`src/shared/vm_pkg.sv`:
```
/*
  Constants, field layouts and carrier types for the regulator voltage monitor.
  Assumes one monitor clock at CLK_HZ, with comparator trips already synchronous to it.
*/
package vm_pkg;
  localparam int NCH = 11;
  localparam int NSW = 7;
  localparam int NLIN = 4;
  localparam int CW = 14;
  localparam longint CLK_HZ = 100_000_000;

  // Trip levels in percent of nominal, indexed by the two-bit level code
  localparam int UV_PCT0 = 95;
  localparam int UV_PCT1 = 93;
  localparam int UV_PCT2 = 91;
  localparam int UV_PCT3 = 89;
  localparam int OV_PCT0 = 105;
  localparam int OV_PCT1 = 107;
  localparam int OV_PCT2 = 109;
  localparam int OV_PCT3 = 111;

  localparam int UV_DB0_US = 5;
  localparam int UV_DB1_US = 15;
  localparam int UV_DB2_US = 25;
  localparam int UV_DB3_US = 40;
  localparam int OV_DB0_US = 25;
  localparam int OV_DB1_US = 50;
  localparam int OV_DB2_US = 80;
  localparam int OV_DB3_US = 125;
  localparam logic [CW-1:0] UV_DB0_CYC = CW'(UV_DB0_US * CLK_HZ / 1_000_000);
  localparam logic [CW-1:0] UV_DB1_CYC = CW'(UV_DB1_US * CLK_HZ / 1_000_000);
  localparam logic [CW-1:0] UV_DB2_CYC = CW'(UV_DB2_US * CLK_HZ / 1_000_000);
  localparam logic [CW-1:0] UV_DB3_CYC = CW'(UV_DB3_US * CLK_HZ / 1_000_000);
  localparam logic [CW-1:0] OV_DB0_CYC = CW'(OV_DB0_US * CLK_HZ / 1_000_000);
  localparam logic [CW-1:0] OV_DB1_DEF = CW'(OV_DB1_US * CLK_HZ / 1_000_000);
  localparam logic [CW-1:0] OV_DB2_DEF = CW'(OV_DB2_US * CLK_HZ / 1_000_000);
  localparam logic [CW-1:0] OV_DB3_DEF = CW'(OV_DB3_US * CLK_HZ / 1_000_000);

  localparam logic [7:0] A_CTRL = 8'h00;
  localparam logic [7:0] A_ENABLE = 8'h04;
  localparam logic [7:0] A_KEY = 8'h08;
  localparam logic [7:0] A_UVLVL = 8'h0c;
  localparam logic [7:0] A_OVLVL = 8'h10;
  localparam logic [7:0] A_STATUS = 8'h14;
  localparam logic [7:0] A_EVENT = 8'h18;
  localparam logic [7:0] A_MASK = 8'h1c;

  localparam int CTL_UVDB = 0;
  localparam int CTL_OVDB = 2;
  localparam int CTL_SEC = 4;
  localparam int EV_UV = 0;
  localparam int EV_OV = 16;

  localparam logic [1:0] UV_DB_RST = 2'b10;
  localparam logic [1:0] OV_DB_RST = 2'b00;
  localparam logic SEC_RST = 1'b0;
  localparam logic [NCH-1:0] EN_RST = 11'h7ff;
  localparam logic [31:0] SEC_KEY = 32'h0000_00a5;

  typedef struct packed {
    logic [NCH-1:0] ov;
    logic [NCH-1:0] uv;
  } vm_pair_s;

  typedef struct packed {
    logic [7:0] addr;
    logic [31:0] wdata;
    logic wr;
    logic rd;
  } vm_req_s;

  typedef enum logic {VM_LOCKED = 1'b0, VM_ARMED = 1'b1} vm_lock_e;
endpackage : vm_pkg

```
`src/hdl/vm_monitor.sv`:
```
/*
  Digital supervision of eleven regulator monitors: settings, debounce, status and events.
  Assumes comparator trips, regulator on and in-regulation flags are synchronous to mclk.
*/
// The strobed register port and the address map were chosen for this implementation.
`timescale 1ns/1ps
// Summary of operation
// - Eleven channels, seven switchers then four linears, each with UV and OV.
// - UV level code 00..11 selects 95, 93, 91, 89 percent of nominal.
// - OV level code 00..11 selects 105, 107, 109, 111 percent of nominal.
// - One shared UV debounce code selects 5, 15, 25 or 40 us.
// - Reset loads the UV debounce code with 10 (25 us).
// - One shared OV debounce code selects 25, 50, 80 or 125 us.
// - Reset loads the OV debounce code with 00, the shortest.
// - Each regulator has an enable bit; 1 supervises, 0 switches its monitor off.
// - All enable bits come out of reset as 1.
// - With secure mode on, enable bits change only through the key sequence.
// - After a regulator turns on, detection waits until it is in regulation.
// - A disabled monitor holds its UV and OV status at 0.
// - Debounce timers run on the monitor clock, counts derived from its rate.

module vm_chan #(
  parameter int W = 14
) (
  input wire logic mclk, // Monitor clock
  input wire logic arst_n, // Async reset, active low
  input wire logic cmp, // Comparator trip
  input wire logic en, // Monitor enabled
  input wire logic mask, // Detection suppressed
  input wire logic [W-1:0] lim, // Debounce length in cycles
  output logic stat_q, // Debounced status
  output logic hit // Status about to set
);
  logic [W-1:0] cnt_q;
  logic act;

  assign act = en && !mask && cmp;
  // Compare with >= so that shortening the interval mid-count cannot wrap the counter
  assign hit = act && !stat_q && (cnt_q >= lim);

  always_ff @(posedge mclk or negedge arst_n) begin
    if (!arst_n) begin
      cnt_q <= '0;
      stat_q <= 1'b0;
    end else if (!act) begin
      cnt_q <= '0;
      stat_q <= 1'b0;
    end else if (hit) begin
      stat_q <= 1'b1;
    end else if (!stat_q) begin
      cnt_q <= cnt_q + 1'b1;
    end
  end

  a_off_clears: assert property (@(posedge mclk) disable iff (!arst_n)
    !en |=> !stat_q) else $error("status held while monitor off");
  a_glitch_restart: assert property (@(posedge mclk) disable iff (!arst_n)
    !cmp |=> (cnt_q == '0) && !stat_q) else $error("short trip did not restart count");
  a_mask_blocks: assert property (@(posedge mclk) disable iff (!arst_n)
    mask |=> !stat_q) else $error("status set during ramp mask");
  a_set_after_run: assert property (@(posedge mclk) disable iff (!arst_n)
    $rose(stat_q) |-> $past(cmp) && ($past(cnt_q) >= $past(lim)))
    else $error("status set before debounce ran out");
endmodule : vm_chan

module vm_monitor #(
  parameter logic [vm_pkg::CW-1:0] OV_DB1_CYC = vm_pkg::OV_DB1_DEF, // OV 50 us count
  parameter logic [vm_pkg::CW-1:0] OV_DB2_CYC = vm_pkg::OV_DB2_DEF, // OV 80 us count
  parameter logic [vm_pkg::CW-1:0] OV_DB3_CYC = vm_pkg::OV_DB3_DEF // OV 125 us count
) (
  input wire logic mclk, // Monitor clock
  input wire logic arst_n, // Async reset, active low
  input wire vm_pkg::vm_req_s req, // Register request
  output logic [31:0] rdata_q, // Read data, cycle after read
  input wire vm_pkg::vm_pair_s cmp_in, // Comparator trips
  input wire logic [vm_pkg::NCH-1:0] reg_on, // Regulator switched on
  input wire logic [vm_pkg::NCH-1:0] reg_in_reg, // Regulator in regulation
  output logic [2*vm_pkg::NSW-1:0] switcher_undervolt_level_sel_q, // UV level codes
  output logic [2*vm_pkg::NLIN-1:0] linear_undervolt_level_sel_q, // UV level codes
  output logic [2*vm_pkg::NSW-1:0] switcher_overvolt_level_sel_q, // OV level codes
  output logic [2*vm_pkg::NLIN-1:0] linear_overvolt_level_sel_q, // OV level codes
  output logic [vm_pkg::NCH-1:0] mon_active_q, // Comparator enables
  output wire vm_pkg::vm_pair_s status_q, // Debounced status
  output logic irq_q // Masked event interrupt
);
  import vm_pkg::*;

  logic [1:0] undervolt_debounce_sel_q;
  logic [1:0] overvolt_debounce_sel_q;
  logic secure_en_q;
  logic [NCH-1:0] monitor_enable_q;
  vm_lock_e lock_q;
  vm_pair_s evt_q;
  vm_pair_s irq_mask_q;
  logic [NCH-1:0] reg_on_q;
  logic [NCH-1:0] ramp_q;
  logic [NCH-1:0] masked;
  logic [NCH-1:0] en_wdata;
  logic [CW-1:0] uv_lim;
  logic [CW-1:0] ov_lim;
  logic [31:0] ctl_word;
  logic en_ok;
  vm_pair_s wr_pair;
  wire vm_pair_s hit;

  function automatic logic [31:0] pair_to_word(vm_pair_s p);
    pair_to_word = 32'h0;
    pair_to_word[EV_UV +: NCH] = p.uv;
    pair_to_word[EV_OV +: NCH] = p.ov;
  endfunction : pair_to_word

  assign en_wdata = req.wdata[NCH-1:0];
  assign wr_pair = {req.wdata[EV_OV +: NCH], req.wdata[EV_UV +: NCH]};
  assign en_ok = !secure_en_q || (lock_q == VM_ARMED);
  // Off regulators are masked too, otherwise they would trip UV at once
  assign masked = ramp_q | ~reg_on_q;

  always_comb begin
    ctl_word = 32'h0;
    ctl_word[CTL_UVDB +: 2] = undervolt_debounce_sel_q;
    ctl_word[CTL_OVDB +: 2] = overvolt_debounce_sel_q;
    ctl_word[CTL_SEC] = secure_en_q;
  end

  always_comb begin
    case (undervolt_debounce_sel_q)
      2'b00: uv_lim = UV_DB0_CYC;
      2'b01: uv_lim = UV_DB1_CYC;
      2'b10: uv_lim = UV_DB2_CYC;
      default: uv_lim = UV_DB3_CYC;
    endcase
  end

  always_comb begin
    case (overvolt_debounce_sel_q)
      2'b00: ov_lim = OV_DB0_CYC;
      2'b01: ov_lim = OV_DB1_CYC;
      2'b10: ov_lim = OV_DB2_CYC;
      default: ov_lim = OV_DB3_CYC;
    endcase
  end

  always_ff @(posedge mclk or negedge arst_n) begin
    if (!arst_n) begin
      undervolt_debounce_sel_q <= UV_DB_RST;
      overvolt_debounce_sel_q <= OV_DB_RST;
      secure_en_q <= SEC_RST;
    end else if (req.wr && req.addr == A_CTRL) begin
      undervolt_debounce_sel_q <= req.wdata[CTL_UVDB +: 2];
      overvolt_debounce_sel_q <= req.wdata[CTL_OVDB +: 2];
      secure_en_q <= req.wdata[CTL_SEC];
    end
  end

  a_uv_db_write: assert property (@(posedge mclk) disable iff (!arst_n)
    (req.wr && req.addr == A_CTRL)
    |=> undervolt_debounce_sel_q == $past(req.wdata[CTL_UVDB +: 2]))
    else $error("UV debounce code write not taken");
  a_ov_db_write: assert property (@(posedge mclk) disable iff (!arst_n)
    (req.wr && req.addr == A_CTRL)
    |=> overvolt_debounce_sel_q == $past(req.wdata[CTL_OVDB +: 2]))
    else $error("OV debounce code write not taken");

  // The key must be the write just before the enable write; any other write disarms
  always_ff @(posedge mclk or negedge arst_n) begin
    if (!arst_n) begin
      lock_q <= VM_LOCKED;
    end else if (req.wr) begin
      lock_q <= (req.addr == A_KEY && req.wdata == SEC_KEY) ? VM_ARMED : VM_LOCKED;
    end
  end

  always_ff @(posedge mclk or negedge arst_n) begin
    if (!arst_n) begin
      monitor_enable_q <= EN_RST;
    end else if (req.wr && req.addr == A_ENABLE && en_ok) begin
      monitor_enable_q <= en_wdata;
    end
  end

  always_ff @(posedge mclk or negedge arst_n) begin
    if (!arst_n) begin
      switcher_undervolt_level_sel_q <= '0;
      linear_undervolt_level_sel_q <= '0;
      switcher_overvolt_level_sel_q <= '0;
      linear_overvolt_level_sel_q <= '0;
    end else if (req.wr && req.addr == A_UVLVL) begin
      {linear_undervolt_level_sel_q, switcher_undervolt_level_sel_q} <= req.wdata[2*NCH-1:0];
    end else if (req.wr && req.addr == A_OVLVL) begin
      {linear_overvolt_level_sel_q, switcher_overvolt_level_sel_q} <= req.wdata[2*NCH-1:0];
    end
  end

  a_uv_level_write: assert property (@(posedge mclk) disable iff (!arst_n)
    (req.wr && req.addr == A_UVLVL) |=> $past(req.wdata[2*NCH-1:0])
    == {linear_undervolt_level_sel_q, switcher_undervolt_level_sel_q})
    else $error("UV level write not taken");
  a_ov_level_write: assert property (@(posedge mclk) disable iff (!arst_n)
    (req.wr && req.addr == A_OVLVL) |=> $past(req.wdata[2*NCH-1:0])
    == {linear_overvolt_level_sel_q, switcher_overvolt_level_sel_q})
    else $error("OV level write not taken");

  always_ff @(posedge mclk or negedge arst_n) begin
    if (!arst_n) begin
      reg_on_q <= '0;
      ramp_q <= '0;
      mon_active_q <= '0;
    end else begin
      reg_on_q <= reg_on;
      // A regulator already on at reset release counts as just switched on
      ramp_q <= (ramp_q | (reg_on & ~reg_on_q)) & ~reg_in_reg;
      mon_active_q <= monitor_enable_q & ~masked;
    end
  end

  a_ramp_quiet: assert property (@(posedge mclk) disable iff (!arst_n)
    (ramp_q != '0) |=> (mon_active_q & $past(ramp_q)) == '0)
    else $error("comparator enabled during ramp");

  // Debounce timers share the monitor clock; counts come from its rate
  for (genvar i = 0; i < NCH; i++) begin : g_ch
    vm_chan #(.W(CW)) u_uv (
      .mclk(mclk),
      .arst_n(arst_n),
      .cmp(cmp_in.uv[i]),
      .en(monitor_enable_q[i]),
      .mask(masked[i]),
      .lim(uv_lim),
      .stat_q(status_q.uv[i]),
      .hit(hit.uv[i])
    );
    vm_chan #(.W(CW)) u_ov (
      .mclk(mclk),
      .arst_n(arst_n),
      .cmp(cmp_in.ov[i]),
      .en(monitor_enable_q[i]),
      .mask(masked[i]),
      .lim(ov_lim),
      .stat_q(status_q.ov[i]),
      .hit(hit.ov[i])
    );
  end

  // Write-one-to-clear; a set in the same cycle wins
  always_ff @(posedge mclk or negedge arst_n) begin
    if (!arst_n) begin
      evt_q <= '0;
    end else if (req.wr && req.addr == A_EVENT) begin
      evt_q <= (evt_q & ~wr_pair) | hit;
    end else begin
      evt_q <= evt_q | hit;
    end
  end

  a_off_no_event: assert property (@(posedge mclk) disable iff (!arst_n)
    ((hit.uv | hit.ov) & ~monitor_enable_q) == '0)
    else $error("event raised by disabled monitor");

  always_ff @(posedge mclk or negedge arst_n) begin
    if (!arst_n) begin
      irq_mask_q <= '0;
    end else if (req.wr && req.addr == A_MASK) begin
      irq_mask_q <= wr_pair;
    end
  end

  always_ff @(posedge mclk or negedge arst_n) begin
    if (!arst_n) begin
      irq_q <= 1'b0;
    end else begin
      irq_q <= |(evt_q & irq_mask_q);
    end
  end

  always_ff @(posedge mclk or negedge arst_n) begin
    if (!arst_n) begin
      rdata_q <= 32'h0;
    end else if (!req.rd) begin
      rdata_q <= 32'h0;
    end else begin
      case (req.addr)
        A_CTRL: rdata_q <= ctl_word;
        A_ENABLE: rdata_q <= {{(32-NCH){1'b0}}, monitor_enable_q};
        A_UVLVL: rdata_q <= {10'h0, linear_undervolt_level_sel_q, switcher_undervolt_level_sel_q};
        A_OVLVL: rdata_q <= {10'h0, linear_overvolt_level_sel_q, switcher_overvolt_level_sel_q};
        A_STATUS: rdata_q <= pair_to_word(status_q);
        A_EVENT: rdata_q <= pair_to_word(evt_q);
        A_MASK: rdata_q <= pair_to_word(irq_mask_q);
        default: rdata_q <= 32'h0;
      endcase
    end
  end

  a_secure_block: assert property (@(posedge mclk) disable iff (!arst_n)
    (secure_en_q && lock_q == VM_LOCKED && req.wr && req.addr == A_ENABLE)
    |=> $stable(monitor_enable_q)) else $error("plain write changed enables in secure mode");
  a_plain_write: assert property (@(posedge mclk) disable iff (!arst_n)
    (!secure_en_q && req.wr && req.addr == A_ENABLE) |=> monitor_enable_q == $past(en_wdata))
    else $error("enable write not taken");
  a_uv_db_map: assert property (@(posedge mclk) disable iff (!arst_n)
    (undervolt_debounce_sel_q == 2'b10) |-> (uv_lim == UV_DB2_CYC))
    else $error("UV debounce code 10 not 25 us");
  a_ov_db_map: assert property (@(posedge mclk) disable iff (!arst_n)
    (overvolt_debounce_sel_q == 2'b00) |-> (ov_lim == OV_DB0_CYC))
    else $error("OV debounce code 00 not 25 us");
  a_event_latch: assert property (@(posedge mclk) disable iff (!arst_n)
    (hit != '0) |=> ((evt_q & $past(hit)) == $past(hit))) else $error("status set lost its event");
  a_irq_raise: assert property (@(posedge mclk) disable iff (!arst_n)
    ((evt_q & irq_mask_q) != '0) |=> irq_q) else $error("unmasked event without interrupt");
  a_irq_quiet: assert property (@(posedge mclk) disable iff (!arst_n)
    ((evt_q & irq_mask_q) == '0) |=> !irq_q) else $error("interrupt without unmasked event");
  a_read_status: assert property (@(posedge mclk) disable iff (!arst_n)
    (req.rd && req.addr == A_STATUS) |=> rdata_q == pair_to_word($past(status_q)))
    else $error("status read mismatch");
endmodule : vm_monitor

```
`config.mk`:
```
export PLATFORM = sky130hd
export DESIGN_NAME = vm_monitor
export DESIGN_NICKNAME = d
export VERILOG_FILES = /design/src/shared/vm_pkg.sv /design/src/hdl/vm_monitor.sv
export SDC_FILE = /design/constraint.sdc
export NUM_CORES = 1
export LEC_CHECK = 0
export ABC_AREA = 1
export BUFFER_PORTS_ARGS = -buffer_cell sky130_fd_sc_hd__clkbuf_2
export CAP_MARGIN = 20
export CORE_ASPECT_RATIO = 0.9
export CORE_MARGIN = 4
export CORE_UTILIZATION = 41
export DETAILED_ROUTE_END_ITERATION = 10
export PLACE_DENSITY_LB_ADDON = 0.08
export SLEW_MARGIN = 0
export SYNTH_ARGS = -nofsm -noshare
export SYNTH_HDL_FRONTEND = slang
export SYNTH_SLANG_ARGS = --single-unit
```
`constraint.sdc`:
```
create_clock -name mclk -period 10.2 [get_ports mclk]
set_clock_uncertainty 0.15 [all_clocks]
set_input_delay 0.51 -clock mclk [delete_from_list [all_inputs] [get_ports mclk]]
set_output_delay 0.51 -clock mclk [all_outputs]
set_load 0.01 [all_outputs]
```
==> metrics.cfg <==
[place]
gp_congestion = 0.869
dp_hpwl_mm = 72.3
portBuffers = 192

[final_layout]
layout.nets = 5244
diodes = 0
drive_gt1_frac = 0.0805
multiInputGateArea_sq_um = 18400
seqCellArea_sq_um = 12400
syn2layout_area_growth_pct = 12.4
fillers = 8305
utilization = 0.466

[clocking]
cts_made_buffers = 59
cts_tree = yes
cts_sinks = 496
clock_latency_ps = 660
cts_hold_buf = 30
ctsRootBufferMaster = clkbuf_16
path_clk_slew_ps = 60
cts_setup_buffers = 0
clk_path_buf_depth = 3
htree_levels = 2
cts_resized = 0

[drt]
drt_iter0_markers = 2318
vias = 30607
drc = 0
antenna_left = 0
wirelength_mm = 103
wl_per_cell_um = 17.1
first_pass_iters = 8
avgViaCountPerCell = 5.10

[global_routing]
antenna_found_initial = 7
gr-total-overflow = 0
grt_max_degree = 157
grt_pass1_wl_mm = 164
grt_pass1_vias = 28878
grt_usage = 0.237

[pwr]
ir_drop_v = 0.000133
seqPwrFrac = 0.424
power.density_nw_per_um2 = 126
switching_share = 0.240
pwr-share-clk = 0.525
netSwitchingPower_mw = 1.14
pwr-share-comb = 0.051
intPower_mw = 3.61
p_leak_nw = 19.6

[status]
status = finished clean

[die]
io_pins = 198
die-area_sq_um = 86800
die_w_um = 310
coreArea_sq_um = 81300
row_count = 99
start_util = 0.415
die_height_um = 280

[worst_setup_path]
reg2reg_setup_slack_ps = 6000
endpoint_kind = register
critPathArrivalTime_ps = 4630
worst_setup_path_start_kind = register
path_max_fanout = 23
required_ps = 10630
crit_type = reg -> reg

[synth]
synth-edff-count = 0
ys_seq_area_frac = 0.369
synthCells = 4742
synth_area_leader_cell = dfrtp_1
synth.distinct_cells = 43
synth_ff_type = dfrtp_1
yosysTopAreaCellShare = 0.359
syn_area_sq_um = 33700
yosys_warnings = 0
synth_area_leaders = dfrtp_1 36%, nand2_1 17%, ha_1 9.7%
syn-mean-instance-area_sq_um = 7.11
async_flop_share = 1.00
synth_seq_cells = 496

[timing]
setup_tns_ps = 0
fmax_ghz = 0.238
worst_pin_slew_ps = 1270
slew_headroom = 0.143
post-route-period-util = 0.412
grt_setup_unrepaired = no
drv_slew = 0
setup_viol = 0
hold_viol_final = 0
fin_crit_ps = 4200

[min_path]
hp-class = in -> reg

[run]
maxCapViolCount = 0

==> worst max-delay path, cell delays in order (launching register included) <==
cell and delay [ps]:
dfrtp_1 430, ha_1 800, inv_1 90, buf_4 310, o21ai_2 480, ha_1 410, nand2_1 70, nor2_1 50
nand2_1 80, inv_1 50, nand2_1 110, nand2_1 70, nor2_1 720, nand4_1 180, nand2_1 120
==> Yosys cell counts, types with 13 or more instances <==
cell      number
a211oi_1      13
a21oi_1       75
buf_2         53
buf_4         51
clkbuf_1      32
dfrtp_1      484
ha_1         261
inv_1        514
nand2_1     1527
nand2_2       14
nand3_1      514
nand3_2       14
nand3b_1      15
nand4_1      155
nor2_1       556
nor3_1        61
nor3b_1       20
o21ai_0       45
o21ai_1       84
o21bai_1      14
xnor2_1       30
xor2_1       117
==> logic make-up after synthesis <==
group,after synthesis,share of synthesized area
XOR/XNOR,147,0.0382
buffers and inverters,677,0.0849
flip-flops,496,0.369
AO/OA/AOI/OAI,250,0.0409
AND/OR/NAND/NOR,2910,0.370
other,1,0.000111
adder cells (fa/ha/maj),261,0.0969
==> worst paths after layout <==
kind / cells after the start / to / start
max: 14 / g_ch[8].u_ov.cnt_q[10] / overvolt_debounce_sel_q[0]
min: 3 / g_ch[8].u_uv.cnt_q[13] / cmp_in[8]
min in group asynchronous: 2 / switcher_undervolt_level_sel_q[13] / arst_n
max reg2reg: 14 / g_ch[8].u_ov.cnt_q[10] / overvolt_debounce_sel_q[0]
max in group asynchronous: 4 / ramp_q[3] / arst_n
min reg2reg: 1 / ramp_q[7] / reg_on_q[7]
==> layer usage <==
metal,GRT usage,vias to the layer above,wire [um]
met4,0.0487,2,1860
met5,0,-,13
met2,0.369,621,44800
met1,0.351,14338,50700
met3,0.0323,116,5260
li1,-,15530,-
==> registers in the layout (all words and copies together) (netlist names) <==
| signal | flops |
|---|---|
| ramp_q | 11 |
| g_ch.u_ov.cnt_q | 154 |
| evt_q | 22 |
| lock_q | 1 |
| secure_en_q | 1 |
| g_ch.u_uv.stat_q | 11 |
| switcher_overvolt_level_sel_q | 14 |
| rdata_q | 27 |
| mon_active_q | 11 |
| overvolt_debounce_sel_q | 2 |
| irq_q | 1 |
| reg_on_q | 11 |
| undervolt_debounce_sel_q | 2 |
| g_ch.u_uv.cnt_q | 154 |
| irq_mask_q | 22 |
| g_ch.u_ov.stat_q | 11 |
| monitor_enable_q | 11 |
| switcher_undervolt_level_sel_q | 14 |
| linear_undervolt_level_sel_q | 8 |
| linear_overvolt_level_sel_q | 8 |
==> power by group through the flow <==
stage	sequential [mW]	clock (mW)	combinational, mW
after floorplan	2.05	0	0.104
after global placement	2.05	0	0.234
after detailed placement	2.05	0	0.238
after CTS	2.02	2.56	0.248
after global routing	2.02	2.64	0.278
final	2.02	2.50	0.243
==> cells in the final DEF (no fill, tap or decap), drive strengths merged, types with 12 or more instances in the layout <==
master,instances
a211oi,13
a21oi,82
buf,21
bufinv,16
clkbuf,265
clkinv,20
dfrtp,484
dfstp,12
dlygate4sd3,30
ha,261
inv,519
nand2,1541
nand3,529
nand3b,15
nand4,161
nor2,569
nor3,64
nor3b,20
o21ai,129
o21bai,14
xnor2,30
xor2,117
==> final cells by class <==
cell class	instances	share of cell area
clock buffer	74	0.0434
inverter	523	0.0518
sequential	496	0.328
tap	1060	0.0350
clock inverter	38	0.0170
timing repair buffer	242	0.0379
multi-input combinational	3573	0.487
==> per-stage QoR <==
step / std cells / power [mW] / cell area (sq um) / hold slack, ps / setup WS [ps]
floorplan: 4746 / 2.15 / 33700 / 64.4 / 6970
global placement: 5864 / 2.29 / 35300 / 280 / 6160
detailed placement: 5864 / 2.29 / 35300 / 292 / 6030
CTS: 6006 / 4.82 / 37900 / 3.51 / 6020
global route: 6006 / 4.93 / 37900 / 24.2 / 5670
finish: 6006 / 4.76 / 37900 / 41.5 / 6000
(Power assumes the default switching activity.)
